[config.mk]
export PLATFORM = sky130hd
export DESIGN_NAME = ssp_top
export DESIGN_NICKNAME = d
export VERILOG_FILES = /design/src/rtl/ssp_pkg.sv /design/src/rtl/ssp_pkt_if.sv /design/src/rtl/ssp_serial_tx.sv /design/src/rtl/ssp_top.sv
export SDC_FILE = /design/constraint.sdc
export NUM_CORES = 1
export LEC_CHECK = 0
export BUFFER_PORTS_ARGS = -buffer_cell sky130_fd_sc_hd__buf_4
export CAP_MARGIN = 20
export CORE_AREA = 4 4 58 60
export CTS_BUF_LIST = sky130_fd_sc_hd__clkbuf_8 sky130_fd_sc_hd__clkbuf_16
export DETAILED_ROUTE_END_ITERATION = 10
export DIE_AREA = 0 0 62 64
export PLACE_DENSITY = 0.7
export SLEW_MARGIN = 25
export SYNTH_ARGS = -nofsm -noshare
export SYNTH_HDL_FRONTEND = slang
export SYNTH_SLANG_ARGS = --single-unit
[constraint.sdc]
create_clock -name clk_i -period 1.8 [get_ports clk_i]
set_clock_uncertainty 0.05 [all_clocks]
set_input_delay 0.36 -clock clk_i [delete_from_list [all_inputs] [get_ports clk_i]]
set_output_delay 0.36 -clock clk_i [all_outputs]
set_load 0.1 [all_outputs]
[src/rtl/ssp_pkg.sv]
// Package: shared constants and types for the suspend / management / serial packet block.
// Assumes a single 200 MHz clock that is also the serial bit clock.
package ssp_pkg;

   // ------------------------------------------------------------
   // Clock
   // ------------------------------------------------------------
   localparam int SSP_CLK_MHZ = 200;

   // ------------------------------------------------------------
   // Serial packet framing
   // ------------------------------------------------------------
   localparam int SSP_PKT_W = 8;
   localparam logic SSP_IDLE_LEVEL = 1'h1;
   localparam logic SSP_START_LEVEL = 1'h0;
   localparam logic SSP_STOP_LEVEL = 1'h1;

   // ------------------------------------------------------------
   // Reset values of the configuration bits
   // ------------------------------------------------------------
   localparam logic SSP_RST_PIN_ENABLE = 1'h0;
   localparam logic SSP_RST_FULL_SUSPEND = 1'h0;

   // ------------------------------------------------------------
   // States
   // ------------------------------------------------------------
   typedef enum logic [1:0] {
      SSP_SUS_IDLE = 2'b00,
      SSP_SUS_DRAIN = 2'b01,
      SSP_SUS_ASLEEP = 2'b10
   } ssp_sus_state_t;

   typedef enum logic [1:0] {
      SSP_TX_IDLE = 2'b00,
      SSP_TX_START = 2'b01,
      SSP_TX_DATA = 2'b10,
      SSP_TX_STOP = 2'b11
   } ssp_tx_state_t;

endpackage : ssp_pkg

[src/rtl/ssp_pkt_if.sv]
// Interface: word handshake and serial line between the top and the packet shifter.
// Assumes both ends sit on the same clock.
`timescale 1ns/1ps
`default_nettype none
interface ssp_pkt_if #(parameter int PKT_W = ssp_pkg::SSP_PKT_W);
   logic valid;
   logic ready;
   logic [PKT_W-1:0] data;
   logic line;

   modport src (output valid, output data, input ready, input line);
   modport sink (input valid, input data, output ready, output line);
endinterface : ssp_pkt_if
`default_nettype wire

[src/rtl/ssp_serial_tx.sv]
// Serial packet shifter: one word out as start bit, data bits LSB first, stop bit.
// Assumes the bit clock is the block clock, one bit per edge.
`timescale 1ns/1ps
`default_nettype none
module ssp_serial_tx
   import ssp_pkg::*;
#(
   parameter int PKT_W = SSP_PKT_W
) (
   input wire logic clk_i,
   input wire logic rst_n_i,
   ssp_pkt_if.sink pkt
);

   ssp_tx_state_t state_ff;
   logic [PKT_W-1:0] shift_ff;
   logic [$clog2(PKT_W+1)-1:0] cnt_ff;
   logic line_ff;

   assign pkt.ready = (state_ff == SSP_TX_IDLE);
   assign pkt.line = line_ff;

   // ------------------------------------------------------------
   // Framing sequencer
   // ------------------------------------------------------------
   always_ff @(posedge clk_i) begin
      if (!rst_n_i) begin
         state_ff <= SSP_TX_IDLE;
         shift_ff <= '0;
         cnt_ff <= '0;
         line_ff <= SSP_IDLE_LEVEL;
      end else begin
         case (state_ff)
            SSP_TX_IDLE: begin
               line_ff <= SSP_IDLE_LEVEL;
               if (pkt.valid) begin
                  shift_ff <= pkt.data;
                  line_ff <= SSP_START_LEVEL;
                  state_ff <= SSP_TX_START;
               end
            end
            SSP_TX_START: begin
               line_ff <= shift_ff[0];
               shift_ff <= shift_ff >> 1;
               cnt_ff <= ($clog2(PKT_W+1))'(PKT_W - 1);
               state_ff <= SSP_TX_DATA;
            end
            SSP_TX_DATA: begin
               if (cnt_ff == '0) begin
                  line_ff <= SSP_STOP_LEVEL;
                  state_ff <= SSP_TX_STOP;
               end else begin
                  line_ff <= shift_ff[0];
                  shift_ff <= shift_ff >> 1;
                  cnt_ff <= cnt_ff - 1'b1;
               end
            end
            default: begin
               line_ff <= SSP_IDLE_LEVEL;
               state_ff <= SSP_TX_IDLE;
            end
         endcase
      end
   end

endmodule : ssp_serial_tx
`default_nettype wire

[src/rtl/ssp_top.sv]
// Top: management interrupt entry, suspend handshake, clock-stop selection, serial packet out.
// Assumes clk_i is the system input clock; pins are asynchronous and synchronised here,
// core status and configuration writes come from logic on clk_i.
`timescale 1ns/1ps
`default_nettype none
// Function
// - Level-sensitive management interrupt enters management state
// - Drain instruction, pending work, bus cycles first
// - Suspend request ignored until enable bit set
// - Two depths: core clocks or all clocks
// - Acknowledge once suspended, by request or halt
// - Status packets sent serially on one wire
// - Bit clock is the system input clock
module ssp_top
   import ssp_pkg::*;
#(
   parameter int PKT_W = SSP_PKT_W
) (
   input wire logic clk_i,
   input wire logic rst_n_i,
   input wire logic mgmt_interrupt_n_i,
   input wire logic suspend_request_n_i,
   input wire logic cfg_wr_i,
   input wire logic cfg_suspend_pin_enable_i,
   input wire logic cfg_full_suspend_i,
   input wire logic core_busy_i,
   input wire logic halt_exec_i,
   input wire logic wake_i,
   input wire logic mgmt_resume_i,
   input wire logic pkt_valid_i,
   input wire logic [PKT_W-1:0] pkt_data_i,
   output logic pkt_ready_o,
   output logic system_management_state_o,
   output logic drain_req_o,
   output logic suspend_ack_n_o,
   output logic suspend_ack_n_oe_n_o,
   output logic core_clk_stop_o,
   output logic all_clk_stop_o,
   output logic ext_clk_stop_ok_o,
   output logic cfg_suspend_pin_enable_o,
   output logic cfg_full_suspend_o,
   output logic serial_packet_out_o
);

   // ------------------------------------------------------------
   // Pin synchronisers
   // ------------------------------------------------------------
   // Pull-up reset value keeps a floating request inactive.
   logic [1:0] smi_sync_ff;
   logic [1:0] suspend_request_n_sync_ff;

   always_ff @(posedge clk_i) begin
      if (!rst_n_i) begin
         smi_sync_ff <= 2'h3;
         suspend_request_n_sync_ff <= 2'h3;
      end else begin
         smi_sync_ff <= {smi_sync_ff[0], mgmt_interrupt_n_i};
         suspend_request_n_sync_ff <= {suspend_request_n_sync_ff[0], suspend_request_n_i};
      end
   end

   logic smi_act;
   logic suspend_request_n_act;
   assign smi_act = ~smi_sync_ff[1];
   assign suspend_request_n_act = ~suspend_request_n_sync_ff[1];

   // ------------------------------------------------------------
   // Configuration bits
   // ------------------------------------------------------------
   logic pin_enable_ff;
   logic full_suspend_ff;

   always_ff @(posedge clk_i) begin
      if (!rst_n_i) begin
         pin_enable_ff <= SSP_RST_PIN_ENABLE;
         full_suspend_ff <= SSP_RST_FULL_SUSPEND;
      end else if (cfg_wr_i) begin
         pin_enable_ff <= cfg_suspend_pin_enable_i;
         full_suspend_ff <= cfg_full_suspend_i;
      end
   end

   assign cfg_suspend_pin_enable_o = pin_enable_ff;
   assign cfg_full_suspend_o = full_suspend_ff;

   // ------------------------------------------------------------
   // Management state
   // ------------------------------------------------------------
   // The input is a level: while it is still low, a resume is ignored and the state stays set.
   logic smm_ff;

   always_ff @(posedge clk_i) begin
      if (!rst_n_i) begin
         smm_ff <= 1'h0;
      end else if (smi_act) begin
         smm_ff <= 1'h1;
      end else if (mgmt_resume_i) begin
         smm_ff <= 1'h0;
      end
   end

   assign system_management_state_o = smm_ff;

   // ------------------------------------------------------------
   // Suspend sequencer
   // ------------------------------------------------------------
   ssp_sus_state_t sus_state_ff;
   ssp_sus_state_t nxt_sus_state;
   logic by_halt_ff;
   logic req_ok;

   assign req_ok = pin_enable_ff & suspend_request_n_act;

   always_comb begin
      nxt_sus_state = sus_state_ff;
      case (sus_state_ff)
         SSP_SUS_IDLE: begin
            if (req_ok || halt_exec_i) begin
               nxt_sus_state = SSP_SUS_DRAIN;
            end
         end
         SSP_SUS_DRAIN: begin
            // Work in flight must retire before any clock stops
            if (!core_busy_i) begin
               nxt_sus_state = SSP_SUS_ASLEEP;
            end
         end
         SSP_SUS_ASLEEP: begin
            if (wake_i || (!by_halt_ff && !req_ok)) begin
               nxt_sus_state = SSP_SUS_IDLE;
            end
         end
         default: begin
            nxt_sus_state = SSP_SUS_IDLE;
         end
      endcase
   end

   always_ff @(posedge clk_i) begin
      if (!rst_n_i) begin
         sus_state_ff <= SSP_SUS_IDLE;
      end else begin
         sus_state_ff <= nxt_sus_state;
      end
   end

   // Remember the cause; a halt-caused sleep only ends on a wake event
   always_ff @(posedge clk_i) begin
      if (!rst_n_i) begin
         by_halt_ff <= 1'h0;
      end else if (sus_state_ff == SSP_SUS_IDLE && nxt_sus_state == SSP_SUS_DRAIN) begin
         by_halt_ff <= ~req_ok;
      end
   end

   // ------------------------------------------------------------
   // Acknowledge and clock-stop outputs
   // ------------------------------------------------------------
   logic ack_ff;
   logic core_stop_ff;
   logic all_stop_ff;

   // Acknowledge and core stop share one decision so they always change on the same edge
   always_ff @(posedge clk_i) begin
      if (!rst_n_i) begin
         ack_ff <= 1'h0;
      end else begin
         ack_ff <= (nxt_sus_state == SSP_SUS_ASLEEP);
      end
   end

   always_ff @(posedge clk_i) begin
      if (!rst_n_i) begin
         core_stop_ff <= 1'h0;
      end else begin
         core_stop_ff <= (nxt_sus_state == SSP_SUS_ASLEEP);
      end
   end

   // Depth follows the config bit every cycle asleep; software should change it only while awake
   always_ff @(posedge clk_i) begin
      if (!rst_n_i) begin
         all_stop_ff <= 1'h0;
      end else begin
         all_stop_ff <= (nxt_sus_state == SSP_SUS_ASLEEP) & full_suspend_ff;
      end
   end

   assign drain_req_o = (sus_state_ff == SSP_SUS_DRAIN);
   assign suspend_ack_n_o = ~ack_ff;
   // Pin floats from reset until software enables it
   assign suspend_ack_n_oe_n_o = ~pin_enable_ff;
   assign core_clk_stop_o = core_stop_ff;
   assign all_clk_stop_o = all_stop_ff;
   // Tells the system when its clock may be halted; it must not stop it otherwise
   assign ext_clk_stop_ok_o = ack_ff & all_stop_ff;

   // ------------------------------------------------------------
   // Serial packet link
   // ------------------------------------------------------------
   // No buffer: the source is held off through pkt_ready_o while a frame is out.
   ssp_pkt_if #(.PKT_W(PKT_W)) pkt_bus ();

   assign pkt_bus.valid = pkt_valid_i;
   assign pkt_bus.data = pkt_data_i;
   assign pkt_ready_o = pkt_bus.ready;

   // Shifter runs on clk_i, so the bit clock is the system input clock
   ssp_serial_tx #(
      .PKT_W(PKT_W)
   ) ssp_serial_tx_inst (
      .clk_i(clk_i),
      .rst_n_i(rst_n_i),
      .pkt(pkt_bus)
   );

   assign serial_packet_out_o = pkt_bus.line;

endmodule : ssp_top
`default_nettype wire

==> out/metrics.yaml <==
outcome:
  outcome: "complete, no violations"
sta:
  setup_tns_ns: 0
  holdWs_ns: 0.211
  worst_slew_pin_slew_ns: 0.293
  setup_viol: 0
  max_freq_ghz: 0.600
  period_minus_slack_ns: 1.67
  rsz0062_at_grt: "false"
  drv_slew: 0
  slew-limit-headroom_pct: 80.4
  final_hold_viol_count: 0
  timing.final.crit_share_pct: 92.6
  setup_ws_ns: 0.133
logic_synthesis:
  netlist_area_sq_mm: 0.00124
  ys_ff_latch: 27
  syn_inst: 131
  ys_seq_area_share_pct: 43.7
  ys_warn_count: 0
  synth_area_per_cell_sq_um: 9.44
  syn_nets: 156
  netlist-cell-type-count: 32
setup_path:
  reg2reg_slack_ns: 0.13
  arrival_ns: 1.78
  cp-endpoint: "ssp_serial_tx_inst.shift_ff[3]"
  reg2reg_to: "ssp_serial_tx_inst.shift_ff[3]"
  crit_fanout: 8
  startpoint_type: "register"
  end_kind: "register"
  worstPathRequired_ns: 1.91
  r2r_start: "ssp_serial_tx_inst.cnt_ff[0]"
  rr_worst_depth: 5
  crit_path_start: "ssp_serial_tx_inst.cnt_ff[0]"
  path_class: "register to register"
clock_tree:
  cts_hold_repair.buffers: 0
  cts_tree: "yes"
  clkTransAtPathRegs_ns: 0.09
  post_cts_buffers: 0
  clock_path_buffers: 2
  cts_root_buf: "clkbuf_8"
  numCtsBuffers: 3
  cts.repair.resized: 1
  clock-sinks: 27
  htree_levels: 1
  clk_latency_ns: 0.27
die:
  die_area_sq_mm: 0.00397
  fp.dieW_um: 62
  fp.dieH_um: 64
  rows: 20
  coreArea_sq_mm: 0.00293
  boundaryPins: 31
  start_util_pct: 42.2
detailed_routing:
  drt_iter0_drc: 26
  remaining_drc_errors: 0
  vias: 999
  ant_nets: 0
  drt_pass1_iterations: 4
  drt-total-wl_um: 2470
  via_per_inst: 5.18
  post_drt_wl_per_cell_um: 12.8
pwr:
  power.leakage_nw: 0.663
  p_sw_share_pct: 40.2
  clockPowerShare_pct: 14.0
  seq_power_share_pct: 35.7
  intPower_mw: 1.43
  power_density_mw_per_mm2: 1550
  pwr-share-comb_pct: 50.3
  ir_drop_mv: 0.978
  p_switching_uw: 960
placement:
  io_buffers: 30
  gp_congestion: 0.788
  hpwl_um: 1840
  pre_cts_ws_ns: -0.0587
layout:
  n_antenna_cell: 0
  nNetsFinal: 186
  syn_to_final_growth_pct: 25.0
  layout_common_cells: "32 x buf_4, 24 x dfxtp_1, 19 x nand2_1"
  post-route-util_pct: 52.8
  drive_gt1_share_pct: 35.0
  layout_commonest_cell: "buf_4"
  n_fill_cell: 279
run:
  cap_violations: 0
grt:
  grt-ovfl-total: 0
  antenna_found_initial: 0
  grt_start_max_net_pins: 30
  grt_pass1_wl_um: 4020
  grt_pass1_vias: 956
  gr-usage-all-layers_pct: 13.8
worst_hold_path:
  hold_path_class: "primary input to register"
## synth_stat cells
library cell	n	area share, %
clkinv_1	1	0.30
nand2b_1	6	3.0
mux2_2	7	6.4
buf_2	2	0.81
nor2b_1	4	2.0
nor2_1	5	1.5
nor3_1	3	1.2
clkbuf_1	3	0.91
o22ai_1	1	0.51
nor4_1	1	0.51
or3b_2	1	0.71
buf_6	1	0.91
buf_1	1	0.30
and2b_2	1	0.71
o221a_2	3	2.7
and4bb_1	1	1.0
a31o_2	1	0.71
nor3b_1	1	0.61
a21oi_1	6	2.4
or3_1	1	0.51
nand3b_1	3	1.8
ha_1	5	5.1
nand4_1	1	0.51
and2_1	1	0.51
nand2_1	19	5.8
mux2i_1	11	8.9
dfxtp_1	27	44
inv_1	7	2.1
o211ai_1	1	0.61
o221ai_1	1	0.71
nand3_1	3	1.2
a211oi_1	2	1.2
## kinds of logic (layout without fill, tap and decap cells)
family | Yosys count | in the layout | share of synthesized area, %
adders and majority gates | 5 | 5 | 5.06
muxes | 18 | 18 | 15.3
and+or+nand+nor | 51 | 51 | 21.7
DFF | 27 | 27 | 43.7
buffers and inverters | 15 | 44 | 5.36
AOI/OAI and AO/OA | 15 | 15 | 8.91
## routing by layer
metal | part of all wire (%) | global-route usage (%) | up-vias
li1 | - | - | 503
met1 | 40 | 13.8 | 465
met2 | 50 | 24.5 | 26
met3 | 7.3 | 2.63 | 5
met4 | 3.0 | 8.75 | 0
met5 | 0 | 0 | -
## layout make-up
type                    instances  area, sq um  area share (%)
flip-flops and latches         27          544            35.2
clock inverters                 1         3.75           0.243
clock buffers                   3         41.3            2.67
well taps                      33         41.3            2.67
multi-input cells              89          641            41.5
inverters                       8         33.8            2.19
repair buffers                 32          240            15.5
## worst min-delay path by stage
stage,endpoint,cells past startpoint,from
4_1_cts,suspend_request_n_sync_ff[0],2,suspend_request_n_i
2_1_floorplan,system_management_state_o,1,smi_sync_ff[1]
3_5_place_dp,suspend_request_n_sync_ff[1],1,suspend_request_n_sync_ff[0]
5_1_grt,suspend_request_n_sync_ff[0],2,suspend_request_n_i
6_report,smi_sync_ff[0],2,mgmt_interrupt_n_i
3_3_place_gp,smi_sync_ff[1],1,smi_sync_ff[0]
## flip-flops by register name (all words and copies together), names as in the netlist
signal / count
all_clk_stop_o: 1
by_halt_ff: 1
cfg_full_suspend_o: 1
cfg_suspend_pin_enable_o: 1
core_clk_stop_o: 1
smi_sync_ff: 2
ssp_serial_tx_inst.cnt_ff: 4
ssp_serial_tx_inst.pkt.line: 1
ssp_serial_tx_inst.shift_ff: 8
ssp_serial_tx_inst.state_ff: 2
sus_state_ff: 2
suspend_request_n_sync_ff: 2
system_management_state_o: 1
## worst max-delay path, stage by stage, from the launching register on
cell	delay (ns)
dfxtp_1	0.39
inv_1	0.06
ha_1	0.22
and4bb_1	0.23
or3_4	0.46
mux2i_1	0.15
## per-stage QoR
step,instance area (sq um),power [mW],cells
finish,1550,2.39,193
global route,1550,2.53,193
CTS,1540,2.41,193
detailed placement,1490,2.06,189
global placement,1490,2.00,189
floorplan,1250,1.84,131
## power groups by stage
stage          Combinational (mW)  Clock (mW)  Sequential [mW]
5_1_grt                      1.29       0.371            0.869
2_1_floorplan               0.906           0            0.930
3_3_place_gp                 1.15           0            0.852
3_5_place_dp                 1.20           0            0.860
4_1_cts                      1.21       0.347            0.850
6_report                     1.20       0.333            0.852
No activity file was read; power rests on OpenSTA's default activity.
